<file path="config.mk">
export PLATFORM = sky130hd
export DESIGN_NAME = efu_top
export DESIGN_NICKNAME = d
export VERILOG_FILES = /design/src/shared/efu_pkg.sv /design/src/shared/efu_ifs.sv /design/src/design/efu_arbiter.sv /design/src/design/efu_lock_mem.sv /design/src/design/efu_top.sv
export VERILOG_INCLUDE_DIRS = /design/src /design/src/shared
export SDC_FILE = /design/constraint.sdc
export NUM_CORES = 1
export LEC_CHECK = 0
export BUFFER_PORTS_ARGS = -buffer_cell sky130_fd_sc_hd__buf_2
export CAP_MARGIN = 5
export CORE_MARGIN = 2
export CORE_UTILIZATION = 30
export CTS_BUF_LIST = sky130_fd_sc_hd__clkbuf_8
export CTS_CLUSTER_DIAMETER = 30
export DETAILED_ROUTE_END_ITERATION = 12
export PLACE_DENSITY = 0.59
export SYNTH_ARGS = -nofsm -noshare
export SYNTH_HDL_FRONTEND = slang
export SYNTH_SLANG_ARGS = --single-unit
</file>
<file path="constraint.sdc">
create_clock -name clk_i -period 7.15 [get_ports clk_i]
set_clock_uncertainty 0.05 [all_clocks]
set_input_delay 0.715 -clock clk_i [delete_from_list [all_inputs] [get_ports clk_i]]
set_output_delay 0.715 -clock clk_i [all_outputs]
set_load 0.01 [all_outputs]
</file>
<file path="src/shared/efu_defines.svh">
// Register offsets, command fields, reset values and indicator masks.
`ifndef EFU_DEFINES_SVH
`define EFU_DEFINES_SVH
`define EFU_ADDR_PUT     8'h00
`define EFU_ADDR_CNT     8'h04
`define EFU_ADDR_GET     8'h08
`define EFU_ADDR_STAT    8'h0C
`define EFU_ADDR_ERR     8'h10
`define EFU_CLS_MSB      18
`define EFU_CLS_LSB      16
`define EFU_OP_SET       6
`define EFU_OP_CLR       7
`define EFU_RST_PTR      16'h0000
`define EFU_RST_CNT      14'h0000
`define EFU_PAGES        6'h03
`define EFU_ERR_IBUS     4'h4
`define EFU_ERR_HBUS     4'hA
`define EFU_ERR_AP_MASK  16'h031B
`define EFU_ERR_PG_MASK  16'h0060
`endif

</file>
<file path="src/shared/efu_pkg.sv">
// Types and helper functions of the external function unit.
`include "efu_defines.svh"
package efu_pkg;
   typedef enum logic [2:0] {
      CLS_PSW  = 3'h0,
      CLS_LOCK = 3'h1,
      CLS_PGST = 3'h2,
      CLS_ERR  = 3'h3,
      CLS_GET  = 3'h4,
      CLS_PUT  = 3'h5,
      CLS_CNT  = 3'h6,
      CLS_SPR  = 3'h7
   } efu_cls_type;
   typedef enum logic [1:0] {
      SW_INSTR = 2'h0,
      SW_PAGER = 2'h1,
      SW_HOST  = 2'h2,
      SW_KEEP  = 2'h3
   } efu_sw_type;
   typedef enum logic [1:0] {
      ST_IDLE = 2'h0,
      ST_EXEC = 2'h1,
      ST_GAP  = 2'h2
   } efu_st_type;
   typedef enum logic [1:0] {
      P_OFF = 2'h0,
      P_CMD = 2'h1,
      P_SRC = 2'h2,
      P_DST = 2'h3
   } efu_pst_type;
   typedef struct packed {
      efu_st_type  st;
      efu_pst_type pst;
      logic [1:0]  who;
      logic [18:0] cmd;
      logic [15:0] get;
      logic [15:0] put;
      logic [13:0] cnt;
      logic [1:0]  page;
      logic [5:0]  sw;
      logic [15:0] err;
      logic [3:0]  done;
      logic [3:0]  sense;
      logic [31:0] rdata;
      logic [31:0] data;
      logic        mreq;
      logic        mwe;
      logic [15:0] maddr;
      logic        stall;
      logic        irq;
      logic        apoff;
      logic        busy;
      logic [16:0] ps1;
      logic [16:0] ps2;
      logic        pprev;
   } efu_state_type;
   typedef struct packed {
      logic       gnt;
      logic [1:0] who;
   } efu_arb_type;
   typedef struct packed {
      logic [63:0] bits;
      logic        rdata;
      logic [15:0] lamp;
   } efu_mem_type;

   // Returns the bus that a page switch serves; absent pages read as instruction.
   function automatic efu_sw_type sw_of(input logic [5:0] sw, input logic [1:0] pg);
      case (pg)
         2'h0:    sw_of = efu_sw_type'(sw[1:0]);
         2'h1:    sw_of = efu_sw_type'(sw[3:2]);
         2'h2:    sw_of = efu_sw_type'(sw[5:4]);
         default: sw_of = SW_INSTR;
      endcase
   endfunction : sw_of

   function automatic logic [5:0] set_sw(input logic [5:0] sw, input logic [1:0] pg,
                                         input efu_sw_type v);
      set_sw = sw;
      case (pg)
         2'h0:    set_sw[1:0] = v;
         2'h1:    set_sw[3:2] = v;
         2'h2:    set_sw[5:4] = v;
         default: set_sw = sw;
      endcase
   endfunction : set_sw

   // Set wins over clear; with neither bit the old value is kept.
   function automatic logic apply_op(input logic old, input logic [18:0] cmd);
      apply_op = cmd[`EFU_OP_SET] | (old & ~cmd[`EFU_OP_CLR]);
   endfunction : apply_op

   function automatic logic [1:0] pick_req(input logic [3:0] req);
      if (req[0]) pick_req = 2'h0;
      else if (req[1]) pick_req = 2'h1;
      else if (req[2]) pick_req = 2'h2;
      else pick_req = 2'h3;
   endfunction : pick_req
endpackage : efu_pkg

</file>
<file path="src/shared/efu_ifs.sv">
// Arbiter and interlock memory connections inside the unit.
`timescale 1ns/1ps
interface efu_arb_if;
   logic       idle;
   logic       gnt;
   logic [1:0] who;
   modport arbiter (input idle, output gnt, who);
   modport ctrl    (output idle, input gnt, who);
endinterface : efu_arb_if

interface efu_lock_if;
   logic [5:0] raddr;
   logic [5:0] waddr;
   logic       we;
   logic       wdata;
   logic       rdata;
   modport mem  (input raddr, waddr, we, wdata, output rdata);
   modport ctrl (output raddr, waddr, we, wdata, input rdata);
endinterface : efu_lock_if

</file>
<file path="src/design/efu_arbiter.sv">
// Fixed-priority arbiter that admits one function command at a time.
`timescale 1ns/1ps
module efu_arbiter import efu_pkg::*; (
   // Clock and reset
   input  wire logic       clk_i,
   input  wire logic       srst_i,
   input  wire logic       ce_i,
   // Requests and grant
   input  wire logic [3:0] req_i,
   efu_arb_if.arbiter      arb
);
   efu_arb_type q;
   efu_arb_type d;

   always_comb begin
      d = q;
      d.gnt = 1'b0;
      if (arb.idle && !q.gnt && (req_i != 4'h0)) begin
         d.gnt = 1'b1;
         d.who = pick_req(req_i);
      end
   end

   always_ff @(posedge clk_i) begin
      if (srst_i) begin
         q <= '0;
      end else if (ce_i) begin
         q <= d;
      end
   end

   assign arb.gnt = q.gnt;
   assign arb.who = q.who;
endmodule : efu_arbiter

</file>
<file path="src/design/efu_lock_mem.sv">
// Memory of the 64 interlock bits with a panel port on the low sixteen.
`timescale 1ns/1ps
module efu_lock_mem import efu_pkg::*; (
   // Clock and reset
   input  wire logic        clk_i,
   input  wire logic        srst_i,
   input  wire logic        ce_i,
   // Command side
   efu_lock_if.mem          lk,
   // Operator panel
   input  wire logic        panel_wr_i,
   input  wire logic [15:0] panel_data_i,
   output logic      [15:0] panel_lamp_o
);
   efu_mem_type q;
   efu_mem_type d;

   always_comb begin
      d = q;
      d.rdata = q.bits[lk.raddr];
      if (panel_wr_i) begin
         d.bits[15:0] = panel_data_i;
      end
      if (lk.we) begin
         d.bits[lk.waddr] = lk.wdata;
      end
      d.lamp = d.bits[15:0];
   end

   always_ff @(posedge clk_i) begin
      if (srst_i) begin
         q <= '0;
      end else if (ce_i) begin
         q <= d;
      end
   end

   assign lk.rdata     = q.rdata;
   assign panel_lamp_o = q.lamp;
endmodule : efu_lock_mem

</file>
<file path="src/design/efu_top.sv">
// External function unit: command arbiter, targets, pager and registers.
//
// How it works
// Pager keeps sixteen-bit destination pointer.
// Pager keeps fourteen-bit remaining word count.
// Instruction fetch stalls on pager-held page.
// Loading source pointer starts a pager operation.
// Source pointer load aborts transfer, restarts.
// Busy pager fetches commands and data.
// Nineteen-bit command in, one sense bit out.
// Four requesters, three main plus custom.
// One command finished before next admitted.
// Sense and update are one indivisible step.
// Each page switch serves exactly one bus.
// Wrong-bus page access raises hang error.
// Switch sense and new setting use state.
// Sixty-four interlocks sensed and written together.
// Low sixteen interlocks also on panel.
// Off pager starts only when operative.
// Busy pager may stop or stay busy.
// Indicators sensed, set, cleared by number.
// Any set indicator requests host interrupt.
// Indicators 0,1,3,4 force controller inactive.
// Indicators 5,6 make pager inoperative.
// Indicators 8,9 force controller inactive.
// Source pointer addresses data or commands.
// Finished transfer returns switch, then halts.
// Count decrements per word; zero completes.
// Simultaneous requests granted by fixed priority.
`timescale 1ns/1ps
`include "efu_defines.svh"
module efu_top import efu_pkg::*; (
   // Clock, reset and enable
   input  wire logic             clk_i,
   input  wire logic             srst_i,
   input  wire logic             ce_i,
   // Function command requesters
   input  wire logic [3:0]       req_i,
   input  wire logic [3:0][18:0] cmd_i,
   output logic      [3:0]       done_o,
   output logic      [3:0]       sense_o,
   // Register port
   input  wire logic [7:0]       reg_addr_i,
   input  wire logic [31:0]      reg_wdata_i,
   input  wire logic             reg_wr_i,
   input  wire logic             reg_rd_i,
   output logic      [31:0]      reg_rdata_o,
   // Control memory port of the pager
   output logic                  mem_req_o,
   output logic                  mem_we_o,
   output logic      [15:0]      mem_addr_o,
   output logic      [31:0]      mem_wdata_o,
   input  wire logic [31:0]      mem_rdata_i,
   input  wire logic             mem_ack_i,
   // Page memory accesses from the other buses
   input  wire logic             ibus_req_i,
   input  wire logic [1:0]       ibus_page_i,
   input  wire logic             hbus_req_i,
   input  wire logic [1:0]       hbus_page_i,
   output logic                  ibus_stall_o,
   // Error detectors and system effects
   input  wire logic [15:0]      err_event_i,
   output logic                  host_irq_o,
   output logic                  ap_off_o,
   output logic                  pager_busy_o,
   output logic      [5:0]       port_sw_o,
   // Operator panel
   input  wire logic             panel_wr_i,
   input  wire logic [15:0]      panel_data_i,
   output logic      [15:0]      panel_lamp_o
);
   efu_state_type q;
   efu_state_type d;
   efu_arb_if     arb ();
   efu_lock_if    lck ();
   efu_cls_type   cls;
   logic          pwr_rise;

   assign cls      = efu_cls_type'(q.cmd[`EFU_CLS_MSB:`EFU_CLS_LSB]);
   assign pwr_rise = q.ps2[16] & ~q.pprev;
   assign arb.idle = (q.st == ST_IDLE);

   efu_arbiter u_arb (
      .clk_i  (clk_i),
      .srst_i (srst_i),
      .ce_i   (ce_i),
      .req_i  (req_i),
      .arb    (arb.arbiter)
   );

   efu_lock_mem u_lock (
      .clk_i        (clk_i),
      .srst_i       (srst_i),
      .ce_i         (ce_i),
      .lk           (lck.mem),
      .panel_wr_i   (pwr_rise),
      .panel_data_i (q.ps2[15:0]),
      .panel_lamp_o (panel_lamp_o)
   );

   // The interlock is read when the command is admitted and written in its execute cycle.
   assign lck.raddr = cmd_i[arb.who][5:0];
   assign lck.waddr = q.cmd[5:0];
   assign lck.we    = (q.st == ST_EXEC) && (cls == CLS_LOCK);
   assign lck.wdata = apply_op(lck.rdata, q.cmd);

   always_comb begin
      efu_sw_type  cur;
      efu_sw_type  nw;
      logic        kill;
      logic        start;
      logic        inop;
      logic [15:0] hang;
      cur   = SW_INSTR;
      nw    = SW_KEEP;
      kill  = 1'b0;
      start = 1'b0;
      inop  = 1'b0;
      hang  = 16'h0000;
      d = q;
      d.done  = 4'h0;
      d.sense = 4'h0;
      d.rdata = 32'h0000_0000;
      d.ps1   = {panel_wr_i, panel_data_i};
      d.ps2   = q.ps1;
      d.pprev = q.ps2[16];

      // Register port writes.
      if (reg_wr_i) begin
         if (reg_addr_i == `EFU_ADDR_PUT) begin
            d.put = reg_wdata_i[15:0];
         end else if (reg_addr_i == `EFU_ADDR_CNT) begin
            d.cnt = reg_wdata_i[13:0];
         end
      end

      // Register port reads; unmapped offsets read zero.
      if (reg_rd_i) begin
         case (reg_addr_i)
            `EFU_ADDR_PUT:  d.rdata = {16'h0000, q.put};
            `EFU_ADDR_CNT:  d.rdata = {18'h00000, q.cnt};
            `EFU_ADDR_GET:  d.rdata = {16'h0000, q.get};
            `EFU_ADDR_STAT: d.rdata = {18'h00000, q.sw, 2'h0, q.pst, q.irq, q.apoff,
                                       |(q.err & `EFU_ERR_PG_MASK), q.busy};
            `EFU_ADDR_ERR:  d.rdata = {16'h0000, q.err};
            default:        d.rdata = 32'h0000_0000;
         endcase
      end

      // Pager engine: command fetch, source read, destination write.
      if (q.mreq && mem_ack_i) begin
         unique case (q.pst)
            P_OFF: begin
               d.pst = P_OFF;
            end
            P_CMD: begin
               d.get = q.get + 16'h0001;
               if (mem_rdata_i[31] && (mem_rdata_i[13:0] != 14'h0000)) begin
                  d.page = mem_rdata_i[30:29];
                  d.cnt  = mem_rdata_i[13:0];
                  d.sw   = set_sw(q.sw, mem_rdata_i[30:29], SW_PAGER);
                  d.pst  = P_SRC;
               end else begin
                  d.pst = P_OFF;
               end
            end
            P_SRC: begin
               d.data = mem_rdata_i;
               d.get  = q.get + 16'h0001;
               d.pst  = P_DST;
            end
            P_DST: begin
               d.put = q.put + 16'h0001;
               d.cnt = q.cnt - 14'h0001;
               if (q.cnt == 14'h0001) begin
                  d.sw  = set_sw(q.sw, q.page, SW_INSTR);
                  d.pst = P_OFF;
               end else begin
                  d.pst = P_SRC;
               end
            end
         endcase
      end

      // Wrong-bus accesses to a page memory.
      if (hbus_req_i && (sw_of(q.sw, hbus_page_i) != SW_HOST)) begin
         hang[`EFU_ERR_HBUS] = 1'b1;
      end
      if (ibus_req_i && (sw_of(q.sw, ibus_page_i) == SW_HOST)) begin
         hang[`EFU_ERR_IBUS] = 1'b1;
      end

      // Function command sequencing.
      unique case (q.st)
         ST_IDLE: begin
            if (arb.gnt) begin
               d.st  = ST_EXEC;
               d.who = arb.who;
               d.cmd = cmd_i[arb.who];
            end
         end
         ST_EXEC: begin
            d.st = ST_GAP;
            d.done[q.who] = 1'b1;
            unique case (cls)
               CLS_PSW: begin
                  if (q.cmd[5:0] < `EFU_PAGES) begin
                     cur = sw_of(q.sw, q.cmd[1:0]);
                     d.sense[q.who] = (cur == efu_sw_type'(q.cmd[15:14]));
                     unique case (cur)
                        SW_INSTR: nw = efu_sw_type'(q.cmd[9:8]);
                        SW_PAGER: nw = efu_sw_type'(q.cmd[11:10]);
                        SW_HOST:  nw = efu_sw_type'(q.cmd[13:12]);
                        SW_KEEP:  nw = SW_KEEP;
                     endcase
                     if (nw != SW_KEEP) begin
                        d.sw = set_sw(d.sw, q.cmd[1:0], nw);
                     end
                  end
               end
               CLS_LOCK: begin
                  d.sense[q.who] = lck.rdata;
               end
               CLS_PGST: begin
                  d.sense[q.who] = q.busy;
                  if (!q.busy && q.cmd[`EFU_OP_SET]) begin
                     start = 1'b1;
                  end
                  if (q.busy && q.cmd[`EFU_OP_CLR]) begin
                     kill = 1'b1;
                  end
               end
               CLS_ERR: begin
                  d.sense[q.who] = q.err[q.cmd[3:0]];
                  d.err[q.cmd[3:0]] = apply_op(q.err[q.cmd[3:0]], q.cmd);
               end
               CLS_GET: begin
                  d.sense[q.who] = q.busy;
                  d.get = q.cmd[15:0];
                  kill  = q.busy;
                  start = 1'b1;
               end
               CLS_PUT: begin
                  d.put = q.cmd[15:0];
               end
               CLS_CNT: begin
                  d.cnt = q.cmd[13:0];
               end
               CLS_SPR: begin
                  d.sense[q.who] = 1'b0;
               end
            endcase
         end
         ST_GAP: begin
            d.st = ST_IDLE;
         end
         default: begin
            d.st = ST_IDLE;
         end
      endcase

      // Detector events set indicators after any clear in the same cycle.
      d.err = d.err | err_event_i | hang;
      inop  = |(d.err & `EFU_ERR_PG_MASK);
      if (inop) begin
         kill = 1'b1;
      end
      if (kill && ((d.pst == P_SRC) || (d.pst == P_DST))) begin
         d.sw = set_sw(d.sw, d.page, SW_INSTR);
      end
      if (kill) begin
         d.pst = P_OFF;
      end
      if (start && !inop) begin
         d.pst = P_CMD;
      end

      d.busy  = (d.pst != P_OFF);
      d.mreq  = (d.pst != P_OFF);
      d.mwe   = (d.pst == P_DST);
      d.maddr = (d.pst == P_DST) ? d.put : d.get;
      d.irq   = (d.err != 16'h0000);
      d.apoff = |(d.err & `EFU_ERR_AP_MASK);
      d.stall = ibus_req_i && (sw_of(d.sw, ibus_page_i) == SW_PAGER);
   end

   always_ff @(posedge clk_i) begin
      if (srst_i) begin
         q <= '0;
      end else if (ce_i) begin
         q <= d;
      end
   end

   assign done_o       = q.done;
   assign sense_o      = q.sense;
   assign reg_rdata_o  = q.rdata;
   assign mem_req_o    = q.mreq;
   assign mem_we_o     = q.mwe;
   assign mem_addr_o   = q.maddr;
   assign mem_wdata_o  = q.data;
   assign ibus_stall_o = q.stall;
   assign host_irq_o   = q.irq;
   assign ap_off_o     = q.apoff;
   assign pager_busy_o = q.busy;
   assign port_sw_o    = q.sw;
endmodule : efu_top

</file>
# Yosys cells after proc, flatten, opt, wreduce, memory -nomap -nowiden
# Index checks and enable logic that the tools add are counted.
# totals
regBits	291
latchBits	0
ram_bits	0
romBits	0
in_bits	197
output_inout_bits	116
elab_cells	223
n_memories	0
# op_classes
addsub	3
n_mul	0
n_div	0
n_lt_le_gt_ge	9
eq_ne	39
shifts	0
mux	87
bitwise_logic	13
n_reduce_logical	44
# op_table
op	n
$mux 16	10
$pmux 16 s5	1
$bwmux 64	1
$mux 30	2
$mux 2	27
$mux 54	1
$mux 46	1
$mux 14	3
$bmux 19 s2	1
$add 16x1->16 const B	2
$mux 6	5
$eq 2x2->1 const B	14
$pmux 14 s2	1
$pmux 2 s3	4
$mux 22	1
$eq 2x1->1 const B	10
$mux 19	1
$logic_not 2->1	9
$and 4x4->4	4
$bwmux 16	1
$eq 8x4->1 const B	2
$or 16x11->16	1
$or 16x16->16	1
$pmux 2 s4	2
other kinds (44)	90

# Longest topological paths before layout
# depth
word_depth	24
mapped_depth	11
mapped_depth_nobuf	10

# By module
# From an unflattened synthesis, not the netlist that was laid out.
# unflattened
hier_cells	1995
hier_area_um2	16422.0
# modules_own_cells
mod	n_inst	cells_per_inst	area_each_um2	seq_area_each_um2
efu_top	1	1551	12393.1	4144.0
efu_lock_mem	1	430	3876.2	1301.2
efu_arbiter	1	14	152.6	60.1

# Worst setup path after synthesis
# Ideal clock, no wire load.
# synth_timing
path_kind	input to register
startpoint	input port reg_addr_i[4]
endpoint	register q[156] in the netlist's numbering
setup_ps	128
arrival_ps	2925
t_required_ps	6972
slack_ps	4047
cell_stages	10
path_buffers	2
path_cell_list	nor4_1 > nor3b_1 > and4b_1 > buf_2 > buf_2 > mux2_2 > a221oi_1 > a21oi_1 > mux2i_1 > nor2_1
# synth_via
elab_chain_cells	9
word_cells_on_any_way	10
classes_between	eq/ne (1); mux (8); reduce/logical (1)
# synth_lines
item	line	text
start: declaration	efu_top.sv:43	input wire logic [7:0] reg_addr_i,
$eq 8x3->1	-	
$mux 14	efu_top.sv:132	end else if (reg_addr_i == `EFU_ADDR_CNT) begin
$mux 14 (*)	efu_top.sv:130	if (reg_addr_i == `EFU_ADDR_PUT) begin
$mux 30 (*)	efu_top.sv:129	if (reg_wr_i) begin
$mux 22	efu_top.sv:158	if (mem_rdata_i[31] && (mem_rdata_i[13:0] != 14'h0000)) begin
$pmux 14 s2	efu_top.sv:152	unique case (q.pst)
$mux 54 (*)	efu_top.sv:151	if (q.mreq && mem_ack_i) begin
$mux 14	efu_top.sv:205	unique case (cls)
$mux 46 (*)	efu_top.sv:194	unique case (q.st)
end signal: assignment	efu_top.sv:289	q <= '0;
end signal: assignment	efu_top.sv:291	q <= d;
end: declaration	efu_top.sv:72	efu_state_type q;
# Mark *: on every way between the ends. The rest lies on a longest branch, timed or not.
# A chain may end at the register's enable or synchronous reset.

# Worst setup path in the final report
# layout_timing
startpoint	register q[221] in the netlist's numbering
endpoint	register q (netlist bit mem_addr_o[9])
# layout_via
elab_chain_cells	7
word_cells_on_any_way	17
classes_between	eq/ne (4); mux (11); reduce/logical (2)
# layout_lines
item	line	text
$eq 2x2->1 (tied with other cells)	efu_top.sv:152	
$pmux 2 s4 or $reduce_or 2->1 (tied branches)	-	
$mux 2 or $mux 16 (tied branches)	-	
$mux 2 or $mux 54 (tied branches)	efu_top.sv:271, efu_top.sv:151	
$mux 2 or $mux 16 (tied branches)	efu_top.sv:274, efu_top.sv:205	
$eq 2x2->1 or $mux 46 (tied branches)	efu_top.sv:281, efu_top.sv:194	
$mux 16 (*)	efu_top.sv:281	d.maddr = (d.pst == P_DST) ? d.put : d.get;
# Marked as above.

==> metrics.txt <==
CTS tree=built; Hold Buf Count CTS=0; htree depth=3; Peak supply drop=~220 uV; sequential area share after synthesis=between 30% and 40%; die height=238 um; Syn Area/Cell=8.16 sq um; Num CTS Buffers=78; YS warnings=0; clock root buffer=clkbuf_8; number of max-cap violations=0; HPWL after DPL=42.6 mm; worst endpoint data arrival time=4.21 ns; clock latency on the worst-skew pair=between 0.6 and 0.7 ns; reg2reg start=q[221]; WS Path Type=register to register; DRC=0; Post-CTS Setup Bufs=0; period utilization=52.2%; CTS max path bufs=3; Synth async-reset ratio=0%; Yosys reg bits=275; first-pass GRT wire length=89.3 mm; Nets=2,328; Fin Setup TNS=0 ns; Slew Viols, Final=0; worst hold path startpoint=mem_rdata_i[24]; Reg-to-Reg End=mem_addr_o[9]; Yosys top cell by area=dfxtp_1; final worst slack=3.42 ns; clk slew on worst S/H paths=0.05 ns; crit path time final=3.73 ns; count of input and output buffers=280; GRT Util Overall=about a fifth; layout cells sized above 1=23.3%; Worst Setup End Kind=register; starting density of the core=a little under a third; via density per instance=5.42; final hold vios=0; post-cts resize count=0; core area=53,900 sq um; reg2reg path depth=8; Slew headroom=20.2%; Sink Count=275; RD Place Congestion=about 0.96; post-synth top area share=33.6%; final WL=approximately 60 mm; RSZ-0062 raised after global routing=false; DIE WIDTH=238 um; Area contributors post-synth=dfxtp_1 (34%), mux2i_1 (11%), nor2_1 (6.0%); crit path max fanout=16; leakage power=7.69 nW; Crit path required time=7.63 ns; Post-Synthesis Cells=2,006; Critical Path Source Type=register; initial antenna violation count=2; Hold Path Class=input pin to register; Post-synth EDFFs=0; final instance area=19,300 sq um; grt total ovfl=0; routed len/inst=a little over 20 um; Area after DPL=17,300 sq um; first-pass iteration count of the detailed router=7; Final setup viols=0; io pins=313; DIE AREA=about 56,000 sq um; largest net degree at the start of global routing=93; top_reg_cell synth=dfxtp_1; Least-Margin Pin Slew=1.20 ns; Vias=15,647; Hold Path Stages=3; Yosys cell types=94; Setup Slack @ Placement=3.24 ns; R2R Setup Slk=approximately 3.4 ns; run status=finished, final reports clean; DRT iter0 DRCs=1,521; f_max=about 270 MHz; Hold EP=mem_wdata_o[24]; row count=85; synthesis-to-layout area growth=17.7%; post-route antenna net violation count=0; Post-Syn Area=between 15,000 and 20,000 sq um; pwr/cell area=about 240 nW/um^2; number of global-route vias before repair=between 15,000 and 20,000
[final cells by class]
cell class	instances	area [sq um]
antenna	2	5.00
multi-input combinational	1455	9340
clock buffer	86	1180
tap	696	871
timing repair buffer	294	1520
clock inverter	58	771
inverter	19	71.3
fill	5534	34700
sequential	275	5510
[cells in the mapped netlist, types with 5 or more instances]
library cell,n
dfxtp_1,275
nor2_1,263
nand2_1,225
a21oi_1,181
mux2i_1,176
clkbuf_1,130
buf_4,112
o21ai_0,74
or3_1,43
a211oi_1,39
nand3_1,37
and3_1,24
mux2_2,24
mux4_2,23
nor3_1,23
a22oi_1,19
a31oi_1,19
inv_1,19
a222oi_1,17
nand4_1,16
xor2_1,16
o211ai_1,14
buf_2,12
xnor2_1,12
a311oi_1,10
buf_1,10
o21ai_1,10
o22ai_1,10
ha_1,8
nor4_1,8
o32ai_1,8
nor2b_1,7
nor3b_1,6
o31ai_1,6
or4_1,6
a221oi_1,5
a31o_1,5
nand3b_1,5
o21a_1,5
o221ai_1,5
[flip-flops by register name, summed over array words and instances, names as in the netlist, 2 cells and up]
name / count
q: 97
u_lock.q: 64
mem_wdata_o: 32
d: 18
mem_addr_o: 16
reg_rdata_o: 16
lck.waddr: 6
port_sw_o: 6
done_o: 4
sense_o: 4
cls: 3
u_arb.arb.who: 2
[cell families after synthesis]
logic type / Yosys count / share of synthesized area, %
flops: 275 / 33.6
compound gates: 473 / 18.7
xor+xnor: 28 / 1.50
other cells: 1 / 0.0229
fa+ha+maj: 8 / 0.612
simple gates: 706 / 20.1
mux: 224 / 15.6
buf+inv: 291 / 9.75
[layout by cell type (no fill, tap or decap), types with 10 or more instances in the layout]
cell type / count
dfxtp_1: 275
bufinv_16: 18
buf_4: 14
nor3_1: 23
mux2i_1: 176
xor2_1: 16
o22ai_1: 10
nor2_1: 262
a31oi_1: 19
clkinvlp_4: 13
nand3_1: 37
a21oi_1: 180
nand4_1: 16
or3_1: 43
conb_1: 16
o21ai_1: 10
o21ai_0: 74
clkbuf_8: 87
mux4_2: 23
buf_2: 278
and3_1: 24
a22oi_1: 19
o211ai_1: 14
a222oi_1: 17
nand2_1: 225
mux2_2: 24
a211oi_1: 39
inv_1: 26
xnor2_1: 12
a311oi_1: 10
clkinv_2: 17
[worst max-delay path: stages (launching register included)]
cell and delay, ns:
dfxtp_1 0.58, ha_1 0.51, nand3_1 0.61, o22ai_2 0.46
a221oi_4 0.17, or4b_1 0.74, nor2_1 0.22, nor3_1 0.07
a31o_1 0.20
[report_power, final]
group          switching, mW  internal (mW)
logic                  0.221          0.147
clock network          0.883           1.77
registers             0.0597           1.57
total                   1.16           3.48
[through the flow]
stage / utilization [%] / total power [mW] / hold slack [ns] / cells
after global routing: 35.7 / 4.82 / 0.222 / 2885
after CTS: 35.7 / 4.69 / 0.212 / 2883
final: 35.7 / 4.65 / 0.258 / 2885
after global placement: 32.1 / 2.01 / 0.389 / 2739
after detailed placement: 32.1 / 2.02 / 0.393 / 2739
after floorplan: - / 1.87 / 0.387 / 2021
[worst max path at each step]
| stage | start | to | slack, ns | cells past startpoint |
|---|---|---|---|---|
| after detailed placement | reg_addr_i[4] | q[160] | 3.24 | 9 |
| after CTS | lck.waddr[1] | mem_addr_o[9] | 3.44 | 8 |
| final | q[221] | mem_addr_o[9] | 3.42 | 8 |
| after global routing | q[221] | mem_addr_o[5] | 3.24 | 8 |
| after floorplan | reg_addr_i[4] | q[156] | 4.05 | 10 |
| after global placement | reg_addr_i[4] | q[158] | 3.37 | 9 |
[per-layer routing]
layer,vias to the layer above,part of all wire (%),global-route usage (%)
met5,-,0,0
met2,632,49,34.9
met4,0,3.8,8.46
li1,7359,-,-
met1,7525,40,24.8
met3,131,6.9,4.35
(Power assumes the default switching activity.)
